===== src/rtl/overlay_regs_map.vh =====
// register offsets, field positions and reset values for the overlay
// position and swap register bank; included by the design files
`ifndef OVERLAY_REGS_MAP_VH
`define OVERLAY_REGS_MAP_VH

// ----------------------------------------
// offsets (byte addresses)
// ----------------------------------------
`define OFS_X_POS 8'h58
`define OFS_Y_POS 8'h5C
`define OFS_MISC 8'h60
`define OFS_STATUS 8'h64
`define OFS_MODE 8'h68

// ----------------------------------------
// fields
// ----------------------------------------
`define POS_END_HI 25
`define POS_END_LO 16
`define POS_START_HI 9
`define POS_START_LO 0
`define MISC_BLIT_SWAP 7
`define MISC_WORD_SWAP 6
`define MISC_BYTE_SWAP 5
`define MISC_LATCH_REV 2
`define MISC_RSVD_HI 23
`define MISC_RSVD_LO 16
`define MISC_WMASK 32'h000000E4
`define POS_WMASK 32'h03FF03FF
`define MODE_WMASK 32'h0000003F

// ----------------------------------------
// reset values
// ----------------------------------------
`define RST_X_POS 32'h00000000
`define RST_Y_POS 32'h00000000
`define RST_MISC 32'h00000000
`define RST_MODE 32'h00000000

// ----------------------------------------
// depth codes and extent limit
// ----------------------------------------
`define BPP_1 3'h0
`define BPP_2 3'h1
`define BPP_4 3'h2
`define BPP_8 3'h3
`define BPP_16 3'h4
`define MAX_EXTENT 11'h400

`endif


===== src/rtl/overlay_regs.v =====
// overlay window position and swap control register bank, axi4-lite slave
// assumes one clock, synchronous reset, strap stable at reset release
//
// Our own choice: the AXI4-Lite slave port.
`include "overlay_regs_map.vh"
`default_nettype none

// Overview of operation
// - positions apply after y write, next vblank
// - x end in bits 25-16
// - x start in bits 9-0
// - x step by depth at 0/180
// - x steps one line at 90/270
// - y end 25-16, y start 9-0
// - y steps one line at 0/180
// - y step by depth at 90/270
// - horizontal extent up to 1024 pixels
// - vertical extent up to 1024 pixels
// - commit armed by endian-dependent byte write
// - blit port swaps bytes 0 and 1
// - word swap exchanges fetch halves
// - both swaps reverse all bytes
// - fetch and blit swaps act only in big-endian strap
// - byte swap exchanges byte pairs
// - latch select reverses y byte order
module overlay_regs
(
  input wire i_clk,
  input wire i_rst_n,
  input wire [31:0] s_axi_awaddr,
  input wire s_axi_awvalid,
  output wire s_axi_awready,
  input wire [31:0] s_axi_wdata,
  input wire [3:0] s_axi_wstrb,
  input wire s_axi_wvalid,
  output wire s_axi_wready,
  output reg [1:0] s_axi_bresp,
  output reg s_axi_bvalid,
  input wire s_axi_bready,
  input wire [31:0] s_axi_araddr,
  input wire s_axi_arvalid,
  output wire s_axi_arready,
  output reg [31:0] s_axi_rdata,
  output reg [1:0] s_axi_rresp,
  output reg s_axi_rvalid,
  input wire s_axi_rready,
  input wire i_endian_config_strap,
  input wire i_vblank,
  input wire [31:0] i_fetch_data,
  output reg [31:0] o_fetch_data,
  input wire [15:0] i_blit_wdata,
  output reg [15:0] o_blit_wdata,
  input wire [15:0] i_blit_rdata,
  output reg [15:0] o_blit_rdata,
  output reg [9:0] o_x_start,
  output reg [9:0] o_x_end,
  output reg [9:0] o_y_start,
  output reg [9:0] o_y_end,
  output reg [14:0] o_x_start_px,
  output reg [14:0] o_x_end_px,
  output reg [14:0] o_y_start_px,
  output reg [14:0] o_y_end_px,
  output reg o_extent_over
);

  // ----------------------------------------
  // state
  // ----------------------------------------
  reg [31:0] x_pos_q;
  reg [31:0] y_pos_q;
  reg [31:0] misc_q;
  reg [31:0] mode_q;
  reg big_endian_q;
  reg strap_taken_q;
  reg commit_pend_q;
  reg vblank_q;
  reg aw_full_q;
  reg w_full_q;
  reg [31:0] awaddr_q;
  reg [31:0] wdata_q;
  reg [3:0] wstrb_q;

  wire vblank_rise;
  wire do_write;
  wire [31:0] wdata_eff;
  wire [3:0] wstrb_eff;
  wire commit_byte;
  wire swap_en;
  wire [2:0] bpp;
  wire rot_quarter;
  wire [14:0] xs_px;
  wire [14:0] xe_px;
  wire [14:0] ys_px;
  wire [14:0] ye_px;
  wire xs_ov;
  wire xe_ov;
  wire ys_ov;
  wire ye_ov;

  // ----------------------------------------
  // helpers
  // ----------------------------------------
  function [31:0] wmerge;
    input [31:0] old;
    input [31:0] data;
    input [3:0] strb;
    input [31:0] mask;
    integer i;
    reg [31:0] m;
    begin
      m = 32'h00000000;
      for (i = 0; i < 4; i = i + 1)
      begin
        m[i*8 +: 8] = {8{strb[i]}};
      end
      m = m & mask;
      wmerge = (old & ~m) | (data & m);
    end
  endfunction

  function [31:0] rev32;
    input [31:0] v;
    begin
      rev32 = {v[7:0], v[15:8], v[23:16], v[31:24]};
    end
  endfunction

  // ----------------------------------------
  // axi4-lite write path
  // ----------------------------------------
  assign s_axi_awready = !aw_full_q && !s_axi_bvalid;
  assign s_axi_wready = !w_full_q && !s_axi_bvalid;
  assign do_write = aw_full_q && w_full_q && !s_axi_bvalid;

  always @(posedge i_clk)
  begin
    if (!i_rst_n)
    begin
      aw_full_q <= 1'b0;
      w_full_q <= 1'b0;
      awaddr_q <= 32'h00000000;
      wdata_q <= 32'h00000000;
      wstrb_q <= 4'h0;
      s_axi_bvalid <= 1'b0;
      s_axi_bresp <= 2'h0;
    end
    else
    begin
      if (s_axi_awvalid && s_axi_awready)
      begin
        aw_full_q <= 1'b1;
        awaddr_q <= s_axi_awaddr;
      end
      if (s_axi_wvalid && s_axi_wready)
      begin
        w_full_q <= 1'b1;
        wdata_q <= s_axi_wdata;
        wstrb_q <= s_axi_wstrb;
      end
      if (do_write)
      begin
        aw_full_q <= 1'b0;
        w_full_q <= 1'b0;
        s_axi_bvalid <= 1'b1;
        case (awaddr_q[7:0])
          `OFS_X_POS, `OFS_Y_POS, `OFS_MISC, `OFS_STATUS, `OFS_MODE:
            s_axi_bresp <= (awaddr_q[31:8] == 24'h000000) ? 2'h0 : 2'h2;
          default: s_axi_bresp <= 2'h2;
        endcase
      end
      else if (s_axi_bvalid && s_axi_bready)
      begin
        s_axi_bvalid <= 1'b0;
      end
    end
  end

  // y register may be latched byte-reversed
  assign wdata_eff = (misc_q[`MISC_LATCH_REV] && awaddr_q[7:0] == `OFS_Y_POS) ?
    rev32(wdata_q) : wdata_q;
  assign wstrb_eff = (misc_q[`MISC_LATCH_REV] && awaddr_q[7:0] == `OFS_Y_POS) ?
    {wstrb_q[0], wstrb_q[1], wstrb_q[2], wstrb_q[3]} : wstrb_q;
  assign commit_byte = big_endian_q ? wstrb_q[0] : wstrb_q[3];

  // ----------------------------------------
  // registers, strap capture, commit
  // ----------------------------------------
  assign vblank_rise = i_vblank && !vblank_q;

  always @(posedge i_clk)
  begin
    if (!i_rst_n)
    begin
      x_pos_q <= `RST_X_POS;
      y_pos_q <= `RST_Y_POS;
      misc_q <= `RST_MISC;
      mode_q <= `RST_MODE;
      big_endian_q <= 1'b0;
      strap_taken_q <= 1'b0;
      commit_pend_q <= 1'b0;
      vblank_q <= 1'b0;
    end
    else
    begin
      vblank_q <= i_vblank;
      if (!strap_taken_q)
      begin
        strap_taken_q <= 1'b1;
        big_endian_q <= i_endian_config_strap;
      end
      if (do_write && awaddr_q[31:8] == 24'h000000)
      begin
        case (awaddr_q[7:0])
          `OFS_X_POS: x_pos_q <= wmerge(x_pos_q, wdata_q, wstrb_q, `POS_WMASK);
          `OFS_Y_POS: y_pos_q <= wmerge(y_pos_q, wdata_eff, wstrb_eff, `POS_WMASK);
          `OFS_MISC: misc_q <= wmerge(misc_q, wdata_q, wstrb_q, `MISC_WMASK);
          `OFS_MODE: mode_q <= wmerge(mode_q, wdata_q, wstrb_q, `MODE_WMASK);
          default: mode_q <= mode_q;
        endcase
      end
      // arming write wins over a same-cycle commit
      if (do_write && awaddr_q == {24'h000000, `OFS_Y_POS} && commit_byte)
        commit_pend_q <= 1'b1;
      else if (commit_pend_q && vblank_rise)
        commit_pend_q <= 1'b0;
    end
  end

  // ----------------------------------------
  // active copies
  // ----------------------------------------
  assign bpp = mode_q[2:0];
  assign rot_quarter = mode_q[4];

  overlay_pos_scale u_xs (.i_units(x_pos_q[9:0]), .i_bpp(bpp),
    .i_pixel_axis(!rot_quarter), .o_value(xs_px), .o_over(xs_ov));
  overlay_pos_scale u_xe (.i_units(x_pos_q[25:16]), .i_bpp(bpp),
    .i_pixel_axis(!rot_quarter), .o_value(xe_px), .o_over(xe_ov));
  overlay_pos_scale u_ys (.i_units(y_pos_q[9:0]), .i_bpp(bpp),
    .i_pixel_axis(rot_quarter), .o_value(ys_px), .o_over(ys_ov));
  overlay_pos_scale u_ye (.i_units(y_pos_q[25:16]), .i_bpp(bpp),
    .i_pixel_axis(rot_quarter), .o_value(ye_px), .o_over(ye_ov));

  always @(posedge i_clk)
  begin
    if (!i_rst_n)
    begin
      o_x_start <= 10'h000;
      o_x_end <= 10'h000;
      o_y_start <= 10'h000;
      o_y_end <= 10'h000;
      o_x_start_px <= 15'h0000;
      o_x_end_px <= 15'h0000;
      o_y_start_px <= 15'h0000;
      o_y_end_px <= 15'h0000;
      o_extent_over <= 1'b0;
    end
    else if (commit_pend_q && vblank_rise)
    begin
      o_x_start <= x_pos_q[`POS_START_HI:`POS_START_LO];
      o_x_end <= x_pos_q[`POS_END_HI:`POS_END_LO];
      o_y_start <= y_pos_q[`POS_START_HI:`POS_START_LO];
      o_y_end <= y_pos_q[`POS_END_HI:`POS_END_LO];
      o_x_start_px <= xs_px;
      o_x_end_px <= xe_px;
      o_y_start_px <= ys_px;
      o_y_end_px <= ye_px;
      o_extent_over <= xs_ov | xe_ov | ys_ov | ye_ov;
    end
  end

  // ----------------------------------------
  // data swap paths
  // ----------------------------------------
  assign swap_en = big_endian_q;

  always @(posedge i_clk)
  begin
    if (!i_rst_n)
    begin
      o_fetch_data <= 32'h00000000;
      o_blit_wdata <= 16'h0000;
      o_blit_rdata <= 16'h0000;
    end
    else
    begin
      case ({swap_en && misc_q[`MISC_WORD_SWAP], swap_en && misc_q[`MISC_BYTE_SWAP]})
        2'h1: o_fetch_data <= {i_fetch_data[23:16], i_fetch_data[31:24],
          i_fetch_data[7:0], i_fetch_data[15:8]};
        2'h2: o_fetch_data <= {i_fetch_data[15:0], i_fetch_data[31:16]};
        2'h3: o_fetch_data <= rev32(i_fetch_data);
        default: o_fetch_data <= i_fetch_data;
      endcase
      if (swap_en && misc_q[`MISC_BLIT_SWAP])
      begin
        o_blit_wdata <= {i_blit_wdata[7:0], i_blit_wdata[15:8]};
        o_blit_rdata <= {i_blit_rdata[7:0], i_blit_rdata[15:8]};
      end
      else
      begin
        o_blit_wdata <= i_blit_wdata;
        o_blit_rdata <= i_blit_rdata;
      end
    end
  end

  // ----------------------------------------
  // axi4-lite read path
  // ----------------------------------------
  assign s_axi_arready = !s_axi_rvalid;

  always @(posedge i_clk)
  begin
    if (!i_rst_n)
    begin
      s_axi_rvalid <= 1'b0;
      s_axi_rdata <= 32'h00000000;
      s_axi_rresp <= 2'h0;
    end
    else if (s_axi_arvalid && s_axi_arready)
    begin
      s_axi_rvalid <= 1'b1;
      s_axi_rresp <= 2'h0;
      if (s_axi_araddr[31:8] != 24'h000000)
      begin
        s_axi_rdata <= 32'h00000000;
        s_axi_rresp <= 2'h2;
      end
      else
      begin
        case (s_axi_araddr[7:0])
          `OFS_X_POS: s_axi_rdata <= x_pos_q;
          `OFS_Y_POS: s_axi_rdata <= y_pos_q;
          `OFS_MISC: s_axi_rdata <= misc_q;
          `OFS_MODE: s_axi_rdata <= mode_q;
          `OFS_STATUS: s_axi_rdata <= {29'h0000000, o_extent_over, big_endian_q,
            commit_pend_q};
          default:
          begin
            s_axi_rdata <= 32'h00000000;
            s_axi_rresp <= 2'h2;
          end
        endcase
      end
    end
    else if (s_axi_rvalid && s_axi_rready)
    begin
      s_axi_rvalid <= 1'b0;
    end
  end

endmodule // overlay_regs

`default_nettype wire


===== src/rtl/overlay_pos_scale.v =====
// scales one shadowed position unit field to pixels or lines
// assumes depth codes and extent limit as in overlay_regs_map.vh
`include "overlay_regs_map.vh"
`default_nettype none

module overlay_pos_scale
(
  input wire [9:0] i_units,
  input wire [2:0] i_bpp,
  input wire i_pixel_axis,
  output wire [14:0] o_value,
  output wire o_over
);

  // ----------------------------------------
  // step per unit by depth
  // ----------------------------------------
  function [5:0] step;
    input [2:0] bpp;
    begin
      case (bpp)
        `BPP_1: step = 6'h20;
        `BPP_2: step = 6'h10;
        `BPP_4: step = 6'h08;
        `BPP_8: step = 6'h04;
        `BPP_16: step = 6'h02;
        default: step = 6'h02;
      endcase
    end
  endfunction

  wire [5:0] mult;
  wire [15:0] prod;

  assign mult = i_pixel_axis ? step(i_bpp) : 6'h01;
  assign prod = {6'h00, i_units} * {10'h000, mult};
  assign o_value = prod[14:0];
  assign o_over = (prod > {5'h00, `MAX_EXTENT});

endmodule // overlay_pos_scale

`default_nettype wire


===== config.mk =====
export PLATFORM = sky130hd
export DESIGN_NAME = overlay_regs
export DESIGN_NICKNAME = d
export VERILOG_FILES = /design/src/rtl/overlay_regs.v /design/src/rtl/overlay_pos_scale.v
export VERILOG_INCLUDE_DIRS = /design/src /design/src/rtl
export SDC_FILE = /design/constraint.sdc
export NUM_CORES = 1
export LEC_CHECK = 0
export BUFFER_PORTS_ARGS = -buffer_cell sky130_fd_sc_hd__buf_4
export CORE_ASPECT_RATIO = 2
export CORE_MARGIN = 1.5
export CORE_UTILIZATION = 52
export DETAILED_ROUTE_END_ITERATION = 16
export PLACE_DENSITY = 0.85
export SLEW_MARGIN = 20
export SYNTH_ARGS = -nofsm -noshare
export SYNTH_HDL_FRONTEND = slang
export SYNTH_SLANG_ARGS = --single-unit

===== constraint.sdc =====
create_clock -name i_clk -period 5 [get_ports i_clk]
set_input_delay 1.25 -clock i_clk [delete_from_list [all_inputs] [get_ports i_clk]]
set_output_delay 1.25 -clock i_clk [all_outputs]
set_load 0.005 [all_outputs]

==> run metrics <==
status=finished with violations; violated checks=setup timing; worst-path fanout max=8; first-pass GRT wire length=approximately 100000 um; area of the core=38900 sq um; Final Util=0.660; Die ar.=approximately 40000 sq um; Tcrit/Tclk final=1.02; Worst VDD drop=0.298 mV; initial core utilization=0.529; Final Skew=between 0.04 and 0.05 ns; Final ANT Viol Nets=0; Synth Flop Type=dfxtp_1; fill count=3267; routed wire length=66100 um; Post-synth EDFFs=0; async set-or-reset flop fraction in the synthesized netlist=0; startpoint types=flip-flop; IO buf count=approximately 360; crit path capture type=flip-flop; Num Clock Sinks=approximately 310; Max Clk Rate=196 MHz; chip height=284 um; GRT Overall Usage=0.324; final critical-path required period=between 5 and 6 ns; Worst-path clk slew=roughly 0.070 ns; Synth Cell Area=approximately 20000 sq um; max cap viols=0; drt pass-1 iters=6; layout cells sized above 1=0.211; Worst Max-Slew Pin Slew=1.07 ns; vias per cell=about 5.6; CTS Buf Count=29; DP Wirelength=51400 um; Final Max Slew Viols=0; compound-cell area share of the yosys netlist=0.162; clk_lat worst skew=between 0.6 and 0.7 ns; H-Tree Depth=1; Iter 0 DRT Violations=about 1100; Crit path required time=around 5.5 ns; worst rel slew slack=0.284; gpl congestion=around 0.96; RSZ-0062 raised after global routing=true; main combinational cell family by area after synthesis=simple AND/OR/NAND/NOR gates; CTS Root Cell=clkbuf_16; CP arrival=5.57 ns; mux cell area share after synthesis=0.0308; Die W=~140 um; Synth Area in XOR/XNOR=0.0102; Synth warnings=0; Hold Vio Cnt, Final=0; LEAKAGE=around 12 nW; Synth Area in Adders=0.187; antenna violations before repair=1; Power Total=5.21 mW; Yosys reg bits=~310; Cell Pwr Density=203 nW/um^2; HP Class=reg2reg; largest net degree at the start of global routing=97; slowest stage delay, CP=~0.55 ns; Yosys cell types=75; # DRC=0; CTS tree=done; Place WS=-0.490 ns; Reg area=roughly 6300 sq um; PnR worst setup slack=-0.0992 ns; GR Overflow Total=0; average cell area after synthesis=slightly above 8 sq um; Ports=roughly 380; Nets=3318; Crit Path Class=reg2reg; vias in the first global route=slightly above 20000; area delta synth->final=24.8%; setup violators final=1; Cells after Synth=between 2000 and 3000; post-DR wirelength/cell=19.1 um; Slowest cell on crit path=a222oi_1; number of hold buffers added after cts=0; detailed-route via count=approximately 19000; Cell Chain, Critical Path=nand2b_4, nor2_1, buf_4, and2_1, fa_1, inv_1, fa_1, fa_1, inv_1, ha_1, buf_4, o21a_1, nor2_1, a211oi_1, or3_4, a222oi_1, nand4b_1, nor4_2, nor2_1; multi-input logic area=about 13000 sq um; Simple-Gate Fraction of Synth Area=0.238; # rows=102; sequential element share of the synthesized area=0.304; maximum clock path buffer count=3
## power by group
part / switching [mW] / internal (mW)
Sequential: 0.0485 / 2.56
Clock: 1.01 / 1.19
Combinational: 0.204 / 0.203
Total: 1.26 / 3.95
## layout by cell type, fill, tap and decap left out, drive strengths merged, types with 15 or more instances in the layout
master  instances
nand2         514
nand2b         42
nor3           21
ha             96
a21boi        107
mux2i          61
a21oi         138
and2          195
nor4           19
a311oi         20
a22oi          15
clkbuf         38
buf           526
inv           193
fa            132
nor2           63
and3           25
nand3          22
a21o           18
o21ai         139
dfxtp         313
nor2b          58
## final cells by class
type / instances / area share
flip-flops and latches: 313 / 0.245
inverters: 190 / 0.0278
repair buffers: 526 / 0.155
clock buffers: 38 / 0.0315
diodes: 1 / 0.0000974
well taps: 520 / 0.0253
multi-input cells: 1857 / 0.512
clock inverters: 9 / 0.00380
## Yosys cell counts (7+ instances only)
cell type,n,area share
nand2b_1,42,0.013
nor4_1,19,0.0058
dfxtp_1,313,0.30
fa_1,132,0.13
a22oi_1,15,0.0055
a211o_1,7,0.0030
mux2i_1,61,0.030
nand3_1,22,0.0053
a211oi_1,11,0.0040
buf_4,15,0.0055
nand4_1,14,0.0043
nor3_1,19,0.0046
a21oi_1,138,0.034
buf_1,10,0.0018
a21boi_0,107,0.039
ha_1,96,0.058
and3_1,25,0.0076
and2_1,195,0.059
inv_1,189,0.034
o211a_1,10,0.0049
nand2_1,514,0.094
a311oi_1,20,0.0085
nor3b_1,8,0.0029
a21o_1,18,0.0066
o21a_1,10,0.0036
xnor2_1,14,0.0060
xor2_1,10,0.0043
nor2b_1,58,0.018
o21ai_0,138,0.034
nor2_1,63,0.011
clkbuf_1,130,0.024
## timing repair
action,in CTS,in global routing
gates cloned,0,0
setup endpoints to repair,1,2
gates resized for setup,32,9
buffers inserted,9,0
pin swaps,10,2
endpoints found under the hold margin,0,0
## worst max-delay path, delay by kind of cell, from the launching register on
kind | cells | cell delay [ns]
flops | 1 | 0.38
compound gates | 3 | 0.91
fa+ha+maj | 4 | 1.80
simple gates | 8 | 1.45
buf+inv | 4 | 0.42
## layer usage
metal	share of wire	global-route usage	vias to the layer above
met2	0.50	0.570	781
met5	0	0	-
met1	0.34	0.322	9192
met3	0.068	0.0617	284
met4	0.096	0.266	0
li1	-	-	9068
## per-stage QoR
| step | TNS, ns | instances | hold slack (ns) | cell area, sq um |
|---|---|---|---|---|
| CTS | 0 | 3452 | 0.459 | 25600 |
| finish | -0.0992 | 3454 | 0.456 | 25700 |
| detailed placement | -0.490 | 3396 | 0.449 | 24500 |
| floorplan | 0 | 2522 | 0.431 | 20600 |
| global route | -0.275 | 3454 | 0.476 | 25700 |
| global placement | -0.490 | 3396 | 0.441 | 24500 |
## cells by family (layout without fill, tap and decap cells)
kind of cell | Yosys count | in the layout
xor gates and xnor gates | 24 | 24
other | 1 | 15
adders and majority gates | 228 | 228
AOI/OAI and AO/OA | 520 | 520
buffers and inverters | 352 | 763
DFF | 313 | 313
and+or+nand+nor | 1008 | 1008
muxes | 63 | 63
## path summary, 6_finish.rpt
path / from / to / slack [ns] / depth (start not counted)
hold reg to reg: awaddr_q[22] / awaddr_q[22] / 0.46 / 2
setup reg to reg: flip-flop / o_extent_over / -0.1 / 19
hold / removal: awaddr_q[22] / awaddr_q[22] / 0.46 / 2
setup / recovery: flip-flop / o_extent_over / -0.1 / 19
(Power assumes the default switching activity.)
